==> src/include/cap_regs.svh <==
// Register offsets, field positions and encoding constants for the unit
`ifndef CAP_REGS_SVH
`define CAP_REGS_SVH

`define CTRL_OFFSET 12'h000
`define FAULT_OFFSET 12'h004
`define FAULT_ADDR_OFFSET 12'h008

`define CTRL_CAP_MODE_BIT 0
`define CTRL_CAP_MODE_RESET 1'b1

`define FAULT_CAUSE_LSB 0
`define FAULT_CAUSE_MSB 4
`define FAULT_TYPE_LSB 8
`define FAULT_TYPE_MSB 11
`define FAULT_VALID_BIT 31

`define CAUSE_NONE 5'h00
`define CAUSE_TAG 5'h02
`define CAUSE_SEAL 5'h03
`define CAUSE_PERM 5'h08
`define CAUSE_LENGTH 5'h01
`define TYPE_NONE 4'h0
`define TYPE_DATA_FAULT 4'h1

`define FN3_SH1 3'h2
`define FN3_SH2 3'h4
`define FN3_SH3 3'h6
`define SH4_AMOUNT 3'h4
`define PF_LOW_ZERO 5'h00

`define SREG_LOW_BASE 5'h08
`define SREG_HIGH_BASE 5'h10
`define CREG_PREFIX 2'h1

`define OPC_LOAD 7'h03
`define OPC_STORE 7'h23
`define F3_LH 3'h1
`define F3_LHU 3'h5
`define F3_LBU 3'h4
`define F3_SH 3'h1
`define F3_SB 3'h0

`endif

==> src/include/cap_pkg.sv <==
// Types shared by the address generation and subword access unit
`default_nettype none
package cap_pkg;
  typedef enum logic [3:0] {
    OP_NONE = 4'h0,
    OP_PREFETCH_W = 4'h1,
    OP_SHADD = 4'h2,
    OP_SHADD_UW = 4'h3,
    OP_SH4ADD = 4'h4,
    OP_SH4ADD_UW = 4'h5,
    OP_C_LOAD = 4'h6,
    OP_C_STORE = 4'h7,
    OP_ZCMP = 4'h8
  } op_kind_e;
  typedef logic [4:0] cause_t;
  typedef logic [3:0] fault_type_t;
endpackage
`default_nettype wire

==> src/hw/cap_addr_gen.sv <==
// Address generation, prefetch hint and compressed subword access unit
//
// Functional notes
// RULE1: Write prefetch target is base address plus sign-extended 12-bit offset.
// RULE2: Write prefetch is valid only when offset low five bits are zero.
// RULE3: Prefetch authority is base capability, or default data capability.
// RULE4: Shift-add adds second source shifted by 1, 2 or 3 to address.
// RULE5: Capability shift-add clears tag if unrepresentable or source sealed.
// RULE6: Word-unsigned shift-add exists only on 64-bit cores, zero-extends source.
// RULE7: Shift-by-four add increments address by second source times sixteen.
// RULE8: Shift-by-four word-unsigned add uses zero-extended low word.
// RULE9: Compressed subword loads expand to 32-bit forms; authority by mode.
// RULE10: Compressed stores expand to 32-bit forms; no write permission faults.
// RULE11: Authority with cleared tag raises tag violation.
// RULE12: Sealed authority raises seal violation.
// RULE13: Any touched byte outside bounds raises length violation.
// RULE14: Load authority without read permission raises permission violation.
// RULE15: Failed check reports data fault type and matching cause code.
// RULE16: Capability-mode push and pop move full capabilities.
// RULE17: Capability-mode double moves transfer full capabilities.
// RULE18: Saved specifiers 0-1 map to x8-x9, 2-7 to x18-x23.
// RULE19: Shift-add representability uses shared bounds compression check.
//
// Implementation choices: the APB register port and the address map.
`include "cap_regs.svh"
`default_nettype none
module cap_addr_gen #(
  parameter int XLEN = 64,
  parameter int REP_LOG2 = 12
) (
  input wire logic core_clk,
  input wire logic rst_n,
  input wire logic ce,
  input wire logic [11:0] paddr,
  input wire logic psel,
  input wire logic penable,
  input wire logic pwrite,
  input wire logic [31:0] pwdata,
  output logic [31:0] prdata,
  output logic pready,
  output logic pslverr,
  input wire logic op_valid,
  input wire cap_pkg::op_kind_e op_kind,
  input wire logic [2:0] op_funct3,
  input wire logic [11:0] op_imm,
  input wire logic op_half,
  input wire logic op_unsigned,
  input wire logic [2:0] op_rd_c,
  input wire logic [2:0] op_rs1_c,
  input wire logic [2:0] op_rs2_c,
  input wire logic [2:0] sreg_a,
  input wire logic [2:0] sreg_b,
  input wire logic [XLEN-1:0] src1_addr,
  input wire logic [XLEN-1:0] src2,
  input wire logic base_tag,
  input wire logic base_sealed,
  input wire logic base_perm_r,
  input wire logic base_perm_w,
  input wire logic [XLEN-1:0] base_lo,
  input wire logic [XLEN-1:0] base_hi,
  input wire logic ddc_tag,
  input wire logic ddc_sealed,
  input wire logic ddc_perm_r,
  input wire logic ddc_perm_w,
  input wire logic [XLEN-1:0] ddc_lo,
  input wire logic [XLEN-1:0] ddc_hi,
  output logic res_valid,
  output logic [XLEN-1:0] res_addr,
  output logic res_tag,
  output logic res_is_cap,
  output logic illegal,
  output logic pf_valid,
  output logic [XLEN-1:0] pf_addr,
  output logic pf_auth_ddc,
  output logic mem_valid,
  output logic [XLEN-1:0] mem_addr,
  output logic mem_store,
  output logic mem_half,
  output logic mem_unsigned,
  output logic [31:0] exp_instr,
  output logic fault_valid,
  output cap_pkg::fault_type_t fault_type,
  output cap_pkg::cause_t fault_cause,
  output logic [4:0] sreg_x_a,
  output logic [4:0] sreg_x_b,
  output logic xfer_cap
);
  initial begin
    if (XLEN != 32 && XLEN != 64) begin
      $error("XLEN must be 32 or 64");
    end
    if (REP_LOG2 < 1 || REP_LOG2 >= XLEN) begin
      $error("REP_LOG2 out of range");
    end
  end

  localparam logic IS64 = (XLEN == 64);

  // ------------------------------------------------------------------
  // Helper functions
  // ------------------------------------------------------------------
  // RULE18: saved register specifier mapping
  function automatic logic [4:0] sreg_map(input logic [2:0] s);
    if (s < 3'h2) begin
      sreg_map = `SREG_LOW_BASE + {2'h0, s};
    end else begin
      sreg_map = `SREG_HIGH_BASE + {2'h0, s};
    end
  endfunction

  function automatic logic [4:0] creg(input logic [2:0] r);
    creg = {`CREG_PREFIX, r};
  endfunction

  // ------------------------------------------------------------------
  // Register file
  // ------------------------------------------------------------------
  logic cap_mode;
  logic flt_sticky;
  cap_pkg::fault_type_t flt_type_q;
  cap_pkg::cause_t flt_cause_q;
  logic [31:0] flt_addr_q;
  logic apb_done;
  logic apb_wr;
  logic hit;
  logic [31:0] rd_word;
  logic new_fault;
  logic [XLEN-1:0] acc_addr;
  cap_pkg::cause_t auth_cause;

  assign apb_done = psel & penable & pready;
  assign apb_wr = apb_done & pwrite;

  always_comb begin
    rd_word = 32'h0;
    hit = 1'b1;
    case (paddr)
      `CTRL_OFFSET: begin
        rd_word[`CTRL_CAP_MODE_BIT] = cap_mode;
      end
      `FAULT_OFFSET: begin
        rd_word[`FAULT_VALID_BIT] = flt_sticky;
        rd_word[`FAULT_TYPE_MSB:`FAULT_TYPE_LSB] = flt_type_q;
        rd_word[`FAULT_CAUSE_MSB:`FAULT_CAUSE_LSB] = flt_cause_q;
      end
      `FAULT_ADDR_OFFSET: begin
        rd_word = flt_addr_q;
      end
      default: begin
        hit = 1'b0;
      end
    endcase
  end

  // One wait state: answer in the second access cycle
  always_ff @(posedge core_clk or negedge rst_n) begin
    if (!rst_n) begin
      pready <= 1'b0;
      prdata <= 32'h0;
      pslverr <= 1'b0;
    end else if (ce) begin
      pready <= psel & penable & ~pready;
      if (psel & penable & ~pready) begin
        prdata <= pwrite ? 32'h0 : rd_word;
        pslverr <= ~hit;
      end else begin
        prdata <= 32'h0;
        pslverr <= 1'b0;
      end
    end
  end

  always_ff @(posedge core_clk or negedge rst_n) begin
    if (!rst_n) begin
      cap_mode <= `CTRL_CAP_MODE_RESET;
    end else if (ce && apb_wr && paddr == `CTRL_OFFSET) begin
      cap_mode <= pwdata[`CTRL_CAP_MODE_BIT];
    end
  end

  // A new fault wins over a software clear in the same cycle
  always_ff @(posedge core_clk or negedge rst_n) begin
    if (!rst_n) begin
      flt_sticky <= 1'b0;
      flt_type_q <= `TYPE_NONE;
      flt_cause_q <= `CAUSE_NONE;
      flt_addr_q <= 32'h0;
    end else if (ce) begin
      if (new_fault) begin
        flt_sticky <= 1'b1;
        flt_type_q <= `TYPE_DATA_FAULT;
        flt_cause_q <= auth_cause;
        flt_addr_q <= acc_addr[31:0];
      end else if (apb_wr && paddr == `FAULT_OFFSET &&
                   pwdata[`FAULT_VALID_BIT]) begin
        flt_sticky <= 1'b0;
      end
    end
  end

  // ------------------------------------------------------------------
  // Datapath
  // ------------------------------------------------------------------
  logic is_sh;
  logic is_uw;
  logic fn3_ok;
  logic [2:0] sh_amt;
  logic [XLEN-1:0] sa_sum;
  logic sa_tag;
  logic [XLEN-1:0] pf_target;
  logic [XLEN-1:0] sum_ref;
  logic [31:0] src2_w;
  logic is_mem;
  logic auth_fault;
  logic [31:0] next_exp;
  logic next_illegal;

  assign is_uw = (op_kind == cap_pkg::OP_SHADD_UW) ||
                 (op_kind == cap_pkg::OP_SH4ADD_UW);
  assign is_sh = (op_kind == cap_pkg::OP_SHADD) || is_uw ||
                 (op_kind == cap_pkg::OP_SH4ADD);
  assign fn3_ok = (op_funct3 == `FN3_SH1) || (op_funct3 == `FN3_SH2) ||
                  (op_funct3 == `FN3_SH3);
  assign is_mem = (op_kind == cap_pkg::OP_C_LOAD) ||
                  (op_kind == cap_pkg::OP_C_STORE);
  assign src2_w = src2[31:0];

  // RULE4: funct3 010/100/110 give shifts 1/2/3
  // RULE7: shift-by-four variants
  always_comb begin
    sh_amt = {1'b0, op_funct3[2:1]};
    if (op_kind == cap_pkg::OP_SH4ADD ||
        op_kind == cap_pkg::OP_SH4ADD_UW) begin
      sh_amt = `SH4_AMOUNT;
    end
  end

  shift_add_unit #(
    .XLEN(XLEN),
    .REP_LOG2(REP_LOG2)
  ) u_shift_add (
    .src1_addr(src1_addr),
    .src2(src2),
    .amount(sh_amt),
    .word_unsigned(is_uw),
    .cap_mode(cap_mode),
    .src_tag(base_tag),
    .src_sealed(base_sealed),
    .bound_base(base_lo),
    .bound_top(base_hi),
    .sum(sa_sum),
    .sum_tag(sa_tag)
  );

  // RULE1: sign-extended offset onto base address
  assign pf_target = src1_addr + {{(XLEN-12){op_imm[11]}}, op_imm};
  assign acc_addr = src1_addr + {{(XLEN-12){1'b0}}, op_imm};

  // RULE9: authority is base capability or default data capability
  subword_auth #(
    .XLEN(XLEN)
  ) u_auth (
    .auth_tag(cap_mode ? base_tag : ddc_tag),
    .auth_sealed(cap_mode ? base_sealed : ddc_sealed),
    .auth_perm_r(cap_mode ? base_perm_r : ddc_perm_r),
    .auth_perm_w(cap_mode ? base_perm_w : ddc_perm_w),
    .auth_base(cap_mode ? base_lo : ddc_lo),
    .auth_top(cap_mode ? base_hi : ddc_hi),
    .addr(acc_addr),
    .half(op_half),
    .is_store(op_kind == cap_pkg::OP_C_STORE),
    .fault(auth_fault),
    .cause(auth_cause)
  );

  assign new_fault = op_valid & is_mem & auth_fault;

  // RULE9: load expansion to 32-bit form
  // RULE10: store expansion to 32-bit form
  always_comb begin
    next_exp = 32'h0;
    if (op_kind == cap_pkg::OP_C_LOAD) begin
      next_exp = {op_imm, creg(op_rs1_c),
                  op_half ? (op_unsigned ? `F3_LHU : `F3_LH) : `F3_LBU,
                  creg(op_rd_c), `OPC_LOAD};
    end else if (op_kind == cap_pkg::OP_C_STORE) begin
      next_exp = {op_imm[11:5], creg(op_rs2_c), creg(op_rs1_c),
                  op_half ? `F3_SH : `F3_SB, op_imm[4:0], `OPC_STORE};
    end
  end

  // RULE2: prefetch needs zero low offset bits
  // RULE6: word-unsigned forms only on 64-bit cores
  always_comb begin
    next_illegal = 1'b0;
    case (op_kind)
      cap_pkg::OP_PREFETCH_W: next_illegal = op_imm[4:0] != `PF_LOW_ZERO;
      cap_pkg::OP_SHADD: next_illegal = ~fn3_ok;
      cap_pkg::OP_SHADD_UW: next_illegal = ~fn3_ok | ~IS64;
      cap_pkg::OP_SH4ADD_UW: next_illegal = ~IS64;
      default: next_illegal = 1'b0;
    endcase
  end

  always_ff @(posedge core_clk or negedge rst_n) begin
    if (!rst_n) begin
      illegal <= 1'b0;
      res_valid <= 1'b0;
      res_addr <= '0;
      res_tag <= 1'b0;
      res_is_cap <= 1'b0;
    end else if (ce) begin
      illegal <= op_valid & next_illegal;
      res_valid <= op_valid & is_sh & ~next_illegal;
      // RULE8: shift-by-four on unsigned word
      if (op_valid && is_sh) begin
        res_addr <= sa_sum;
        res_tag <= sa_tag;
        res_is_cap <= cap_mode;
      end
    end
  end

  // RULE3: prefetch authority by mode
  always_ff @(posedge core_clk or negedge rst_n) begin
    if (!rst_n) begin
      pf_valid <= 1'b0;
      pf_addr <= '0;
      pf_auth_ddc <= 1'b0;
    end else if (ce) begin
      pf_valid <= op_valid & (op_kind == cap_pkg::OP_PREFETCH_W) &
                  ~next_illegal;
      if (op_valid && op_kind == cap_pkg::OP_PREFETCH_W) begin
        pf_addr <= pf_target;
        pf_auth_ddc <= ~cap_mode;
      end
    end
  end

  // RULE15: data fault type with cause code
  always_ff @(posedge core_clk or negedge rst_n) begin
    if (!rst_n) begin
      mem_valid <= 1'b0;
      mem_addr <= '0;
      mem_store <= 1'b0;
      mem_half <= 1'b0;
      mem_unsigned <= 1'b0;
      exp_instr <= 32'h0;
      fault_valid <= 1'b0;
      fault_type <= `TYPE_NONE;
      fault_cause <= `CAUSE_NONE;
    end else if (ce) begin
      mem_valid <= op_valid & is_mem & ~auth_fault;
      fault_valid <= new_fault;
      fault_type <= new_fault ? `TYPE_DATA_FAULT : `TYPE_NONE;
      fault_cause <= new_fault ? auth_cause : `CAUSE_NONE;
      if (op_valid && is_mem) begin
        mem_addr <= acc_addr;
        mem_store <= op_kind == cap_pkg::OP_C_STORE;
        mem_half <= op_half;
        mem_unsigned <= op_unsigned | (op_kind == cap_pkg::OP_C_STORE);
        exp_instr <= next_exp;
      end
    end
  end

  // RULE16: push and pop move capabilities in capability mode
  // RULE17: double moves transfer capabilities
  always_ff @(posedge core_clk or negedge rst_n) begin
    if (!rst_n) begin
      sreg_x_a <= 5'h0;
      sreg_x_b <= 5'h0;
      xfer_cap <= 1'b0;
    end else if (ce && op_valid && op_kind == cap_pkg::OP_ZCMP) begin
      sreg_x_a <= sreg_map(sreg_a);
      sreg_x_b <= sreg_map(sreg_b);
      xfer_cap <= cap_mode;
    end
  end

  // ------------------------------------------------------------------
  // Assertions
  // ------------------------------------------------------------------
  assign sum_ref = src1_addr + XLEN'(src2 << sh_amt);

  a_prefetch_addr: assert property ( // RULE1
    @(posedge core_clk) disable iff (!rst_n)
    ce && op_valid && op_kind == cap_pkg::OP_PREFETCH_W &&
    op_imm[4:0] == 5'h0 |=> pf_valid && pf_addr == $past(pf_target))
    else $error("prefetch target wrong");

  a_prefetch_illegal: assert property ( // RULE2
    @(posedge core_clk) disable iff (!rst_n)
    ce && op_valid && op_kind == cap_pkg::OP_PREFETCH_W &&
    op_imm[4:0] != 5'h0 |=> illegal && !pf_valid)
    else $error("bad prefetch accepted");

  a_prefetch_auth: assert property ( // RULE3
    @(posedge core_clk) disable iff (!rst_n)
    ce && op_valid && op_kind == cap_pkg::OP_PREFETCH_W
    |=> pf_auth_ddc == !$past(cap_mode))
    else $error("prefetch authority wrong");

  a_shadd_sum: assert property ( // RULE4
    @(posedge core_clk) disable iff (!rst_n)
    ce && op_valid && op_kind == cap_pkg::OP_SHADD && fn3_ok
    |=> res_valid && res_addr == $past(sum_ref))
    else $error("shift add sum wrong");

  a_sealed_untag: assert property ( // RULE5
    @(posedge core_clk) disable iff (!rst_n)
    ce && op_valid && is_sh && (base_sealed || !cap_mode) |=> !res_tag)
    else $error("tag kept on sealed source");

  a_uw_zero_ext: assert property ( // RULE6
    @(posedge core_clk) disable iff (!rst_n)
    ce && op_valid && op_kind == cap_pkg::OP_SHADD_UW && fn3_ok && IS64
    |=> res_addr == $past(src1_addr) +
        XLEN'({{(XLEN-32){1'b0}}, $past(src2_w)} << $past(sh_amt)))
    else $error("unsigned word add wrong");

  a_sh4_sum: assert property ( // RULE7
    @(posedge core_clk) disable iff (!rst_n)
    ce && op_valid && op_kind == cap_pkg::OP_SH4ADD
    |=> res_valid && res_addr == $past(src1_addr) +
        XLEN'($past(src2) << 4))
    else $error("shift four add wrong");

  a_tag_fault: assert property ( // RULE11
    @(posedge core_clk) disable iff (!rst_n)
    ce && op_valid && is_mem && !(cap_mode ? base_tag : ddc_tag)
    |=> fault_valid && !mem_valid && fault_cause == `CAUSE_TAG &&
        fault_type == `TYPE_DATA_FAULT ##1 !ce || flt_sticky)
    else $error("tag fault not reported");

  a_store_perm: assert property ( // RULE10
    @(posedge core_clk) disable iff (!rst_n)
    ce && op_valid && op_kind == cap_pkg::OP_C_STORE && cap_mode &&
    base_tag && !base_sealed && !base_perm_w
    |=> fault_valid && fault_cause == `CAUSE_PERM)
    else $error("store permission not checked");

  a_sreg_map: assert property ( // RULE18
    @(posedge core_clk) disable iff (!rst_n)
    ce && op_valid && op_kind == cap_pkg::OP_ZCMP && sreg_a == 3'h2
    |=> sreg_x_a == 5'h12)
    else $error("saved register map wrong");
endmodule
`default_nettype wire

==> src/hw/shift_add_unit.sv <==
// Shift-and-add address generation with representability tag check
`include "cap_regs.svh"
`default_nettype none
module shift_add_unit #(
  parameter int XLEN = 64,
  parameter int REP_LOG2 = 12
) (
  input wire logic [XLEN-1:0] src1_addr,
  input wire logic [XLEN-1:0] src2,
  input wire logic [2:0] amount,
  input wire logic word_unsigned,
  input wire logic cap_mode,
  input wire logic src_tag,
  input wire logic src_sealed,
  input wire logic [XLEN-1:0] bound_base,
  input wire logic [XLEN-1:0] bound_top,
  output logic [XLEN-1:0] sum,
  output logic sum_tag
);
  // Same window test as every other address-modifying operation
  function automatic logic rep_ok(input logic [XLEN-1:0] a,
                                  input logic [XLEN-1:0] lo,
                                  input logic [XLEN-1:0] hi);
    logic [XLEN:0] margin;
    // One bit wider so bounds near zero or the top never wrap
    margin = (XLEN+1)'(1) << REP_LOG2;
    rep_ok = ({1'b0, a} + margin >= {1'b0, lo}) &&
             ({1'b0, a} <= {1'b0, hi} + margin);
  endfunction

  logic [XLEN-1:0] operand;

  // RULE6: unsigned word operand
  always_comb begin
    operand = src2;
    if (word_unsigned) begin
      operand = {{(XLEN-32){1'b0}}, src2[31:0]};
    end
  end

  // RULE4: shifted add onto address
  assign sum = src1_addr + XLEN'(operand << amount);
  // RULE5: sealed or unrepresentable clears tag
  // RULE19: shared bounds compression check
  assign sum_tag = cap_mode & src_tag & ~src_sealed &
                   rep_ok(sum, bound_base, bound_top);
endmodule
`default_nettype wire

==> src/hw/subword_auth.sv <==
// Authorisation checks for compressed byte and halfword accesses
`include "cap_regs.svh"
`default_nettype none
module subword_auth #(
  parameter int XLEN = 64
) (
  input wire logic auth_tag,
  input wire logic auth_sealed,
  input wire logic auth_perm_r,
  input wire logic auth_perm_w,
  input wire logic [XLEN-1:0] auth_base,
  input wire logic [XLEN-1:0] auth_top,
  input wire logic [XLEN-1:0] addr,
  input wire logic half,
  input wire logic is_store,
  output logic fault,
  output cap_pkg::cause_t cause
);
  logic [XLEN:0] last_excl;

  assign last_excl = {1'b0, addr} + (half ? (XLEN+1)'(2) : (XLEN+1)'(1));

  // Tag before seal before permission before bounds
  always_comb begin
    cause = `CAUSE_NONE;
    // RULE11: cleared tag
    if (!auth_tag) begin
      cause = `CAUSE_TAG;
    // RULE12: sealed authority
    end else if (auth_sealed) begin
      cause = `CAUSE_SEAL;
    // RULE10: store needs write permission
    end else if (is_store && !auth_perm_w) begin
      cause = `CAUSE_PERM;
    // RULE14: load needs read permission
    end else if (!is_store && !auth_perm_r) begin
      cause = `CAUSE_PERM;
    // RULE13: every touched byte in bounds
    end else if (addr < auth_base ||
                 last_excl > {1'b0, auth_top}) begin
      cause = `CAUSE_LENGTH;
    end
  end

  assign fault = (cause != `CAUSE_NONE);
endmodule
`default_nettype wire

==> config.mk <==
export PLATFORM = sky130hd
export DESIGN_NAME = cap_addr_gen
export DESIGN_NICKNAME = d
export VERILOG_FILES = /design/src/include/cap_pkg.sv /design/src/hw/cap_addr_gen.sv /design/src/hw/shift_add_unit.sv /design/src/hw/subword_auth.sv
export VERILOG_INCLUDE_DIRS = /design/src /design/src/include
export SDC_FILE = /design/constraint.sdc
export NUM_CORES = 2
export LEC_CHECK = 0
export BUFFER_PORTS_ARGS = -buffer_cell sky130_fd_sc_hd__buf_2
export CAP_MARGIN = 20
export CELL_PAD_IN_SITES_DETAIL_PLACEMENT = 1
export CELL_PAD_IN_SITES_GLOBAL_PLACEMENT = 2
export CORE_ASPECT_RATIO = 1.75
export CORE_MARGIN = 2
export CORE_UTILIZATION = 32
export CTS_CLUSTER_DIAMETER = 120
export DETAILED_ROUTE_END_ITERATION = 8
export GPL_TIMING_DRIVEN = 0
export PLACE_DENSITY_LB_ADDON = 0.1
export SYNTH_ARGS = -nofsm -noshare
export SYNTH_HDL_FRONTEND = slang
export SYNTH_SLANG_ARGS = --single-unit
==> constraint.sdc <==
create_clock -name core_clk -period 5.29 [get_ports core_clk]
set_input_delay 0.7935 -clock core_clk [delete_from_list [all_inputs] [get_ports core_clk]]
set_output_delay 0.7935 -clock core_clk [all_outputs]
set_load 0.1 [all_outputs]
# Word level (Yosys, flattened, before mapping)
# Cells that the tools add are included.
[classes]
n_shift = 1
add_sub_neg = 10
eq_ne = 13
order_cmp = 6
n_mux = 36
n_reduce_logical = 34
n_bitwise = 23
[op_table]
columns = ["operator", "n"]
rows = [
  ["$mux W64", 3],
  ["$add A64 B13 Y65 const B", 2],
  ["$add A64 B64 Y64", 2],
  ["$mux W32", 4],
  ["$add A64 B65 Y65", 1],
  ["$ge A65 B64 Y1", 1],
  ["$gt A65 B64 Y1", 1],
  ["$le A64 B65 Y1", 1],
  ["$add A64 B12 Y64", 1],
  ["$lt A64 B64 Y1", 1],
  ["$shl A64 B3 Y64", 1],
  ["$mux W5", 7],
  ["$mux W19", 1],
  ["$eq A4 B3 Y1 const B", 4],
  ["$pmux W4 S2", 2],
  ["$and A1 B1 Y1", 15],
  ["$eq A12 B3 Y1 const B", 1],
  ["$eq A12 B4 Y1 const B", 1],
  ["$logic_and A1 B1 Y1", 12],
  ["$logic_not A12 Y1", 1],
  ["$mux W3", 4],
  ["$mux W1", 11],
  ["$add A4 B3 Y5 const A", 2],
  ["$add A5 B3 Y5 const A", 2],
  ["18 further kinds", 42],
]
[totals]
input_bits = 479
register_bits = 329
output_inout_bits = 289

# Logic depth before layout (Yosys ltp)
[depth]
word_depth = 13
depth_mapped = 41

# Hierarchy
# A second synthesis with hierarchy kept.
[unflattened]
cells_unflattened = 4317
hier_area_um2 = 35351.4
[modules_own_cells]
columns = ["module", "n_inst", "cells_per_inst", "area_per_inst_um2"]
rows = [
  ["cap_addr_gen", 1, 1993, 18462.7],
  ["shift_add_unit", 1, 1668, 12264.3],
  ["subword_auth", 1, 656, 4624.4],
]

# Worst setup path before layout
# No wires, ideal clock.
[synth_timing]
path_kind = "input to register"
startpoint = "input port op_kind[1]"
endpoint = "register res_tag"
t_arrival_ns = 8.281
path_buffers = 7
path_stages = 39
required_time_ns = 5.161
slack_ns = -3.120
path_cell_list = "clkbuf_1 > or3b_2 > clkbuf_1 > and2_1 > clkbuf_1 > clkbuf_1 > clkbuf_1 > mux2i_1 > nand2_1 > nand2_1 > a21oi_1 > ha_1 > buf_2 > a211oi_1 > o21ai_0 > nor3_1 > a211oi_1 > or3_1 > [3 not listed] > or3_1 > nand4b_1 > or3_1 > nor2_1 > xor2_1 > ha_1 > a21o_1 > a21o_1 > a21o_1 > a21o_1 > a21o_1 > a21o_1 > a21oi_1 > o211ai_1 > a21oi_1 > o21ai_0 > a41oi_1 > o21ai_0"
[synth_between]
elab_chain_cells = 9
word_cells_on_any_way = 19
[synth_rtl]
columns = ["item", "line_no", "text"]
rows = [
  ["from (decl)", "cap_addr_gen.sv:43", "input wire cap_pkg::op_kind_e op_kind,"],
  ["$eq A4 B2 Y1, or another cell as far along", "cap_addr_gen.sv:218", "assign is_uw = (op_kind == cap_pkg::OP_SHADD_UW) ||"],
  ["$logic_or A1 B1 Y1, on equally long branches", "cap_addr_gen.sv:218, cap_addr_gen.sv:232", ""],
  ["$mux W64 / $mux W3 (equally long branches)", "shift_add_unit.sv:36, cap_addr_gen.sv:232", ""],
  ["$shl A64 B3 Y64 (*)", "shift_add_unit.sv:42", "assign sum = src1_addr + XLEN'(operand << amount);"],
  ["$add A64 B64 Y64 (*)", "shift_add_unit.sv:42", ""],
  ["via sa_sum[36]", "cap_addr_gen.sv:208", "logic [XLEN-1:0] sa_sum;"],
  ["$add A64 B13 Y65", "shift_add_unit.sv:27", "rep_ok = ({1'b0, a} + margin >= {1'b0, lo}) &&"],
  ["$ge A65 B64 Y1", "shift_add_unit.sv:27", ""],
  ["$logic_and A1 B1 Y1 (*)", "shift_add_unit.sv:27", ""],
  ["$and A1 B1 Y1 (*)", "shift_add_unit.sv:45", "assign sum_tag = cap_mode & src_tag & ~src_sealed &"],
  ["to (signal assigned)", "cap_addr_gen.sv:318", "res_tag <= sa_tag;"],
  ["to (decl)", "cap_addr_gen.sv:69", "output logic res_tag,"],
]
# Mark *: on every way through the listed nets, which the timed path passes. The rest lies on a longest branch.
# A chain may end at the register's enable or synchronous reset.

# Worst setup path after layout
[layout_timing]
startpoint = "input port op_kind[3]"
endpoint = "register res_tag"
# Same word-level chain as after synthesis.

==> flow_summary.ini <==
[setup_path]
worstPathArrival_ns = 8.38
worstPathMaxFanout = 10
critPathMaxStageDelay_ns = 0.50
crit_type = input port to register
startpoint_type = input port
crit_slowest_cell = or3b_4
cp.required_ns = 5.78
worst_path_most_repeated_cell = o21ai_1
end_kind = register

[cells_and_area]
area_growth_pct = 33.9
fin_util_pct = 43.2
drive_gt1_share_pct = 29.0
nFillCells = 12685
nets = 6023

[yosys]
syn_area_um2 = 33800
ys.flop_type = dfrtp_1
ys_types = 101
yosys_warnings = 0
syn_inst = 4171
synthArstFlopShare_pct = 100
synth-seq-cells = 313
synth-seq-area-share_pct = 23.2
synth-edff-count = 0
syn_area_per_cell_um2 = 8.10

[grt]
grt_overflow_total = 0
grt_pass1_wl_um = 269000
grt_pass1_vias = 39052
grt_max_degree = 112
grtUsageTotal_pct = 34.4
antenna_found_initial = 38

[routing]
drtAntennaViolNets = 0
vias_per_cell = 5.68
route.detailed.drc = 0
first_iter_violations = 1908
drt_first_pass_iters = 5
wl_um = 192000
vias = 37238
wl_per_cell_um = 29.3

[sta]
finalHoldViolCount = 0
rsz0062_at_grt = yes
slew_viol_final = 0
final.setup_skew_ns = 0.00982
fin_crit_sh_pct = 149
max-slew-margin-rel_pct = 25.1
setup_viol = 42
fin_crit_ns = 7.89
worstMarginPinSlew_ns = 1.12
setup_ws_ns = -2.60
max_freq_mhz = 127

[clock_network]
cts.clk_slew.worst_paths_ns = 0.06
cts-buffers-inserted = 38
clock_latency_ns = 0.61
cts_root_buf = clkbuf_16
cts_num_sinks = 313
tritoncts = built
cts_max_level = 2
clockBufferDepth = 3

[floorplanning]
die_x_um = 250
coreArea_um2 = 105000
rows = 157
start_util_pct = 32.3
die_h_um = 434
io_pins = 768
dieArea_um2 = 108000

[pwr]
p_sw_w = 0.00950
intPower_w = 0.00734
p_clk_share_pct = 16.9
power_frac_comb_pct = 62.9
worst_ir_drop_vdd_v = 0.000341
pwr-share-seq_pct = 20.1
cellPowerDensity_nw_per_um2 = 372
power.share.switching_pct = 56.4
total_power_w = 0.0168
power_leakage_nw = 21.9

[flow_run]
maxCapViolations = 0

[placement]
hpwl_um = 161000
io_buffers = 723
routabilityCongestion = 0.948
place_ws_ns = -5.64

[outcome]
status = finished with violations
violations = setup timing

[worst_hold_path]
hold_class = input port to register
==> cells in the final DEF, fill, tap and decap left out, drive strengths merged, types with 13 or more instances in the layout <==
| cell type | netlist | final |
|---|---|---|
| dfrtp | 312 | 312 |
| buf | 46 | 1003 |
| nor3 | 73 | 73 |
| nor4 | 31 | 31 |
| diode | 0 | 25 |
| or2 | 13 | 13 |
| nand4 | 139 | 139 |
| a21oi | 248 | 248 |
| mux2i | 193 | 193 |
| o21bai | 26 | 26 |
| o21ai | 249 | 249 |
| xnor2 | 187 | 187 |
| mux2 | 96 | 96 |
| and3 | 47 | 47 |
| and2 | 35 | 35 |
| o211ai | 24 | 24 |
| xor2 | 123 | 123 |
| inv | 177 | 177 |
| a31oi | 22 | 22 |
| nor2 | 272 | 272 |
| nand3 | 116 | 116 |
| o21a | 18 | 18 |
| clkbuf | 141 | 169 |
| and4 | 21 | 21 |
| a211o | 15 | 15 |
| a21o | 197 | 197 |
| or3 | 24 | 24 |
| ha | 385 | 385 |
| nand2b | 32 | 32 |
| nand2 | 623 | 623 |
| nor2b | 28 | 28 |
| a22o | 34 | 34 |
| a211oi | 49 | 49 |
==> worst max-delay path: cells and delay by family <==
family	cells	cell delay (ns)
buf+inv	3	0.56
simple gates	16	3.45
mux	3	0.61
xor+xnor	1	0.14
compound gates	10	2.04
fa+ha+maj	2	0.74
==> area by class of cell <==
| type | instances | area (um2) | area share (%) |
|---|---|---|---|
| plain buffers | 163 | 923 | 2.04 |
| clock buffers | 53 | 1060 | 2.34 |
| inverters | 178 | 668 | 1.48 |
| flip-flops and latches | 313 | 7830 | 17.3 |
| repair buffers | 959 | 5880 | 13.0 |
| multi-input cells | 3503 | 26900 | 59.4 |
| clock inverters | 14 | 226 | 0.501 |
| diodes | 25 | 62.6 | 0.138 |
| well taps | 1351 | 1690 | 3.74 |
==> per-stage QoR <==
step | instances | TNS [ns] | instance area (um2) | hold slack, ns
6_report | 6559 | -54.38 | 45200 | 0.379
5_1_grt | 6541 | -58.59 | 45200 | 0.387
4_1_cts | 6495 | -45.58 | 44400 | 0.354
3_5_place_dp | 6282 | -235.45 | 39900 | 0.455
3_3_place_gp | 6255 | -1316.64 | 39500 | 0.447
2_1_floorplan | 4181 | -38.69 | 34200 | 0.451
==> routing by layer <==
layer	global-route usage (%)	up-vias	part of all wire [%]
li1	-	17018	-
met1	35.4	18445	36
met2	63.8	1257	51
met3	5.09	500	4.6
met4	24.2	18	8.3
met5	0	-	0.064
==> synth_stat cells (8+ instances only) <==
| master | n | area share (%) |
|---|---|---|
| a211oi_1 | 48 | 1.1 |
| buf_1 | 18 | 0.20 |
| and4_1 | 21 | 0.54 |
| mux2i_1 | 193 | 5.7 |
| dfrtp_1 | 312 | 23 |
| or2_2 | 12 | 0.22 |
| and2_1 | 35 | 0.65 |
| buf_2 | 8 | 0.12 |
| o21bai_1 | 26 | 0.58 |
| nor2_1 | 272 | 3.0 |
| buf_4 | 16 | 0.36 |
| nor3_1 | 73 | 1.1 |
| o31ai_1 | 9 | 0.20 |
| nor3b_1 | 9 | 0.20 |
| o211ai_1 | 23 | 0.51 |
| a21oi_1 | 244 | 3.6 |
| a22o_1 | 34 | 0.88 |
| nor2b_1 | 28 | 0.52 |
| nand3_1 | 116 | 1.7 |
| mux2_2 | 70 | 2.3 |
| mux2_4 | 26 | 1.2 |
| a32o_1 | 8 | 0.24 |
| nand2_1 | 622 | 6.9 |
| or3_1 | 24 | 0.44 |
| xnor2_1 | 186 | 4.8 |
| clkbuf_1 | 141 | 1.6 |
| a31oi_1 | 22 | 0.41 |
| xor2_1 | 123 | 3.2 |
| a21o_1 | 197 | 4.4 |
| ha_1 | 385 | 14 |
| and3_1 | 46 | 0.85 |
| nand2b_1 | 32 | 0.59 |
| a221oi_1 | 8 | 0.21 |
| or4_1 | 9 | 0.20 |
| o2111ai_1 | 11 | 0.29 |
| a211o_1 | 15 | 0.39 |
| nor4_1 | 27 | 0.50 |
| inv_1 | 177 | 2.0 |
| o21ai_0 | 246 | 3.6 |
| nand4_1 | 138 | 2.6 |
| o21a_1 | 18 | 0.40 |
==> flip-flops by register name, summed over array words and instances, names as in the netlist, 3 cells and up <==
signal / count
sreg_x_a: 5
mem_addr: 64
pf_addr: 64
flt_addr_q: 32
res_addr: 64
prdata: 32
fault_cause: 3
sreg_x_b: 5
exp_instr: 24
flt_cause_q: 3
==> final timing paths <==
kind,start,endpoint,slack [ns],depth (start not counted)
setup / recovery,op_kind[3],res_tag$_DFFE_PN0P_,-2.60,35
hold / removal,op_rs1_c[2],exp_instr[17]$_DFFE_PN0P_,0.38,3
setup reg to reg,cap_mode$_DFFE_PN1P_,flt_addr_q[5]$_DFFE_PN0P_,-1.11,21
hold reg to reg,exp_instr[11]$_DFFE_PN0P_,exp_instr[11]$_DFFE_PN0P_,0.47,2
max in group asynchronous,rst_n,res_addr[38]$_DFFE_PN0P_,2.87,5
min in group asynchronous,rst_n,exp_instr[18]$_DFFE_PN0P_,0.55,2
==> power by group through the flow <==
stage                     sequential [W]  clock, W  combinational (W)
after CTS                        0.00339   0.00291             0.0105
after floorplan                  0.00710         0            0.00335
after global routing             0.00345   0.00297             0.0111
after detailed placement         0.00342         0            0.00985
after global placement           0.00341         0            0.00972
final                            0.00339   0.00285             0.0106
==> repair_timing <==
item | CTS | global route
hold buffers | 1 | 0
hold endpoints to repair | 1 | 0
buffers inserted | 160 | 44
endpoints found under the setup margin | 90 | 53
pin swaps | 139 | 68
gates resized for setup | 356 | 119
gates cloned | 5 | 0
==> cell families (layout without fill, tap and decap cells) <==
kind of cell / count (synthesis) / count (layout) / synth area share [%]
simple gates: 1502 / 1502 / 21.2
fa+ha+maj: 388 / 388 / 14.4
xor+xnor: 310 / 310 / 8.06
flops: 313 / 313 / 23.2
other cells: 1 / 36 / 0.0111
mux: 291 / 291 / 9.34
buf+inv: 365 / 1367 / 4.42
compound gates: 1001 / 1001 / 19.3
Power figures use the tool's default switching activity.
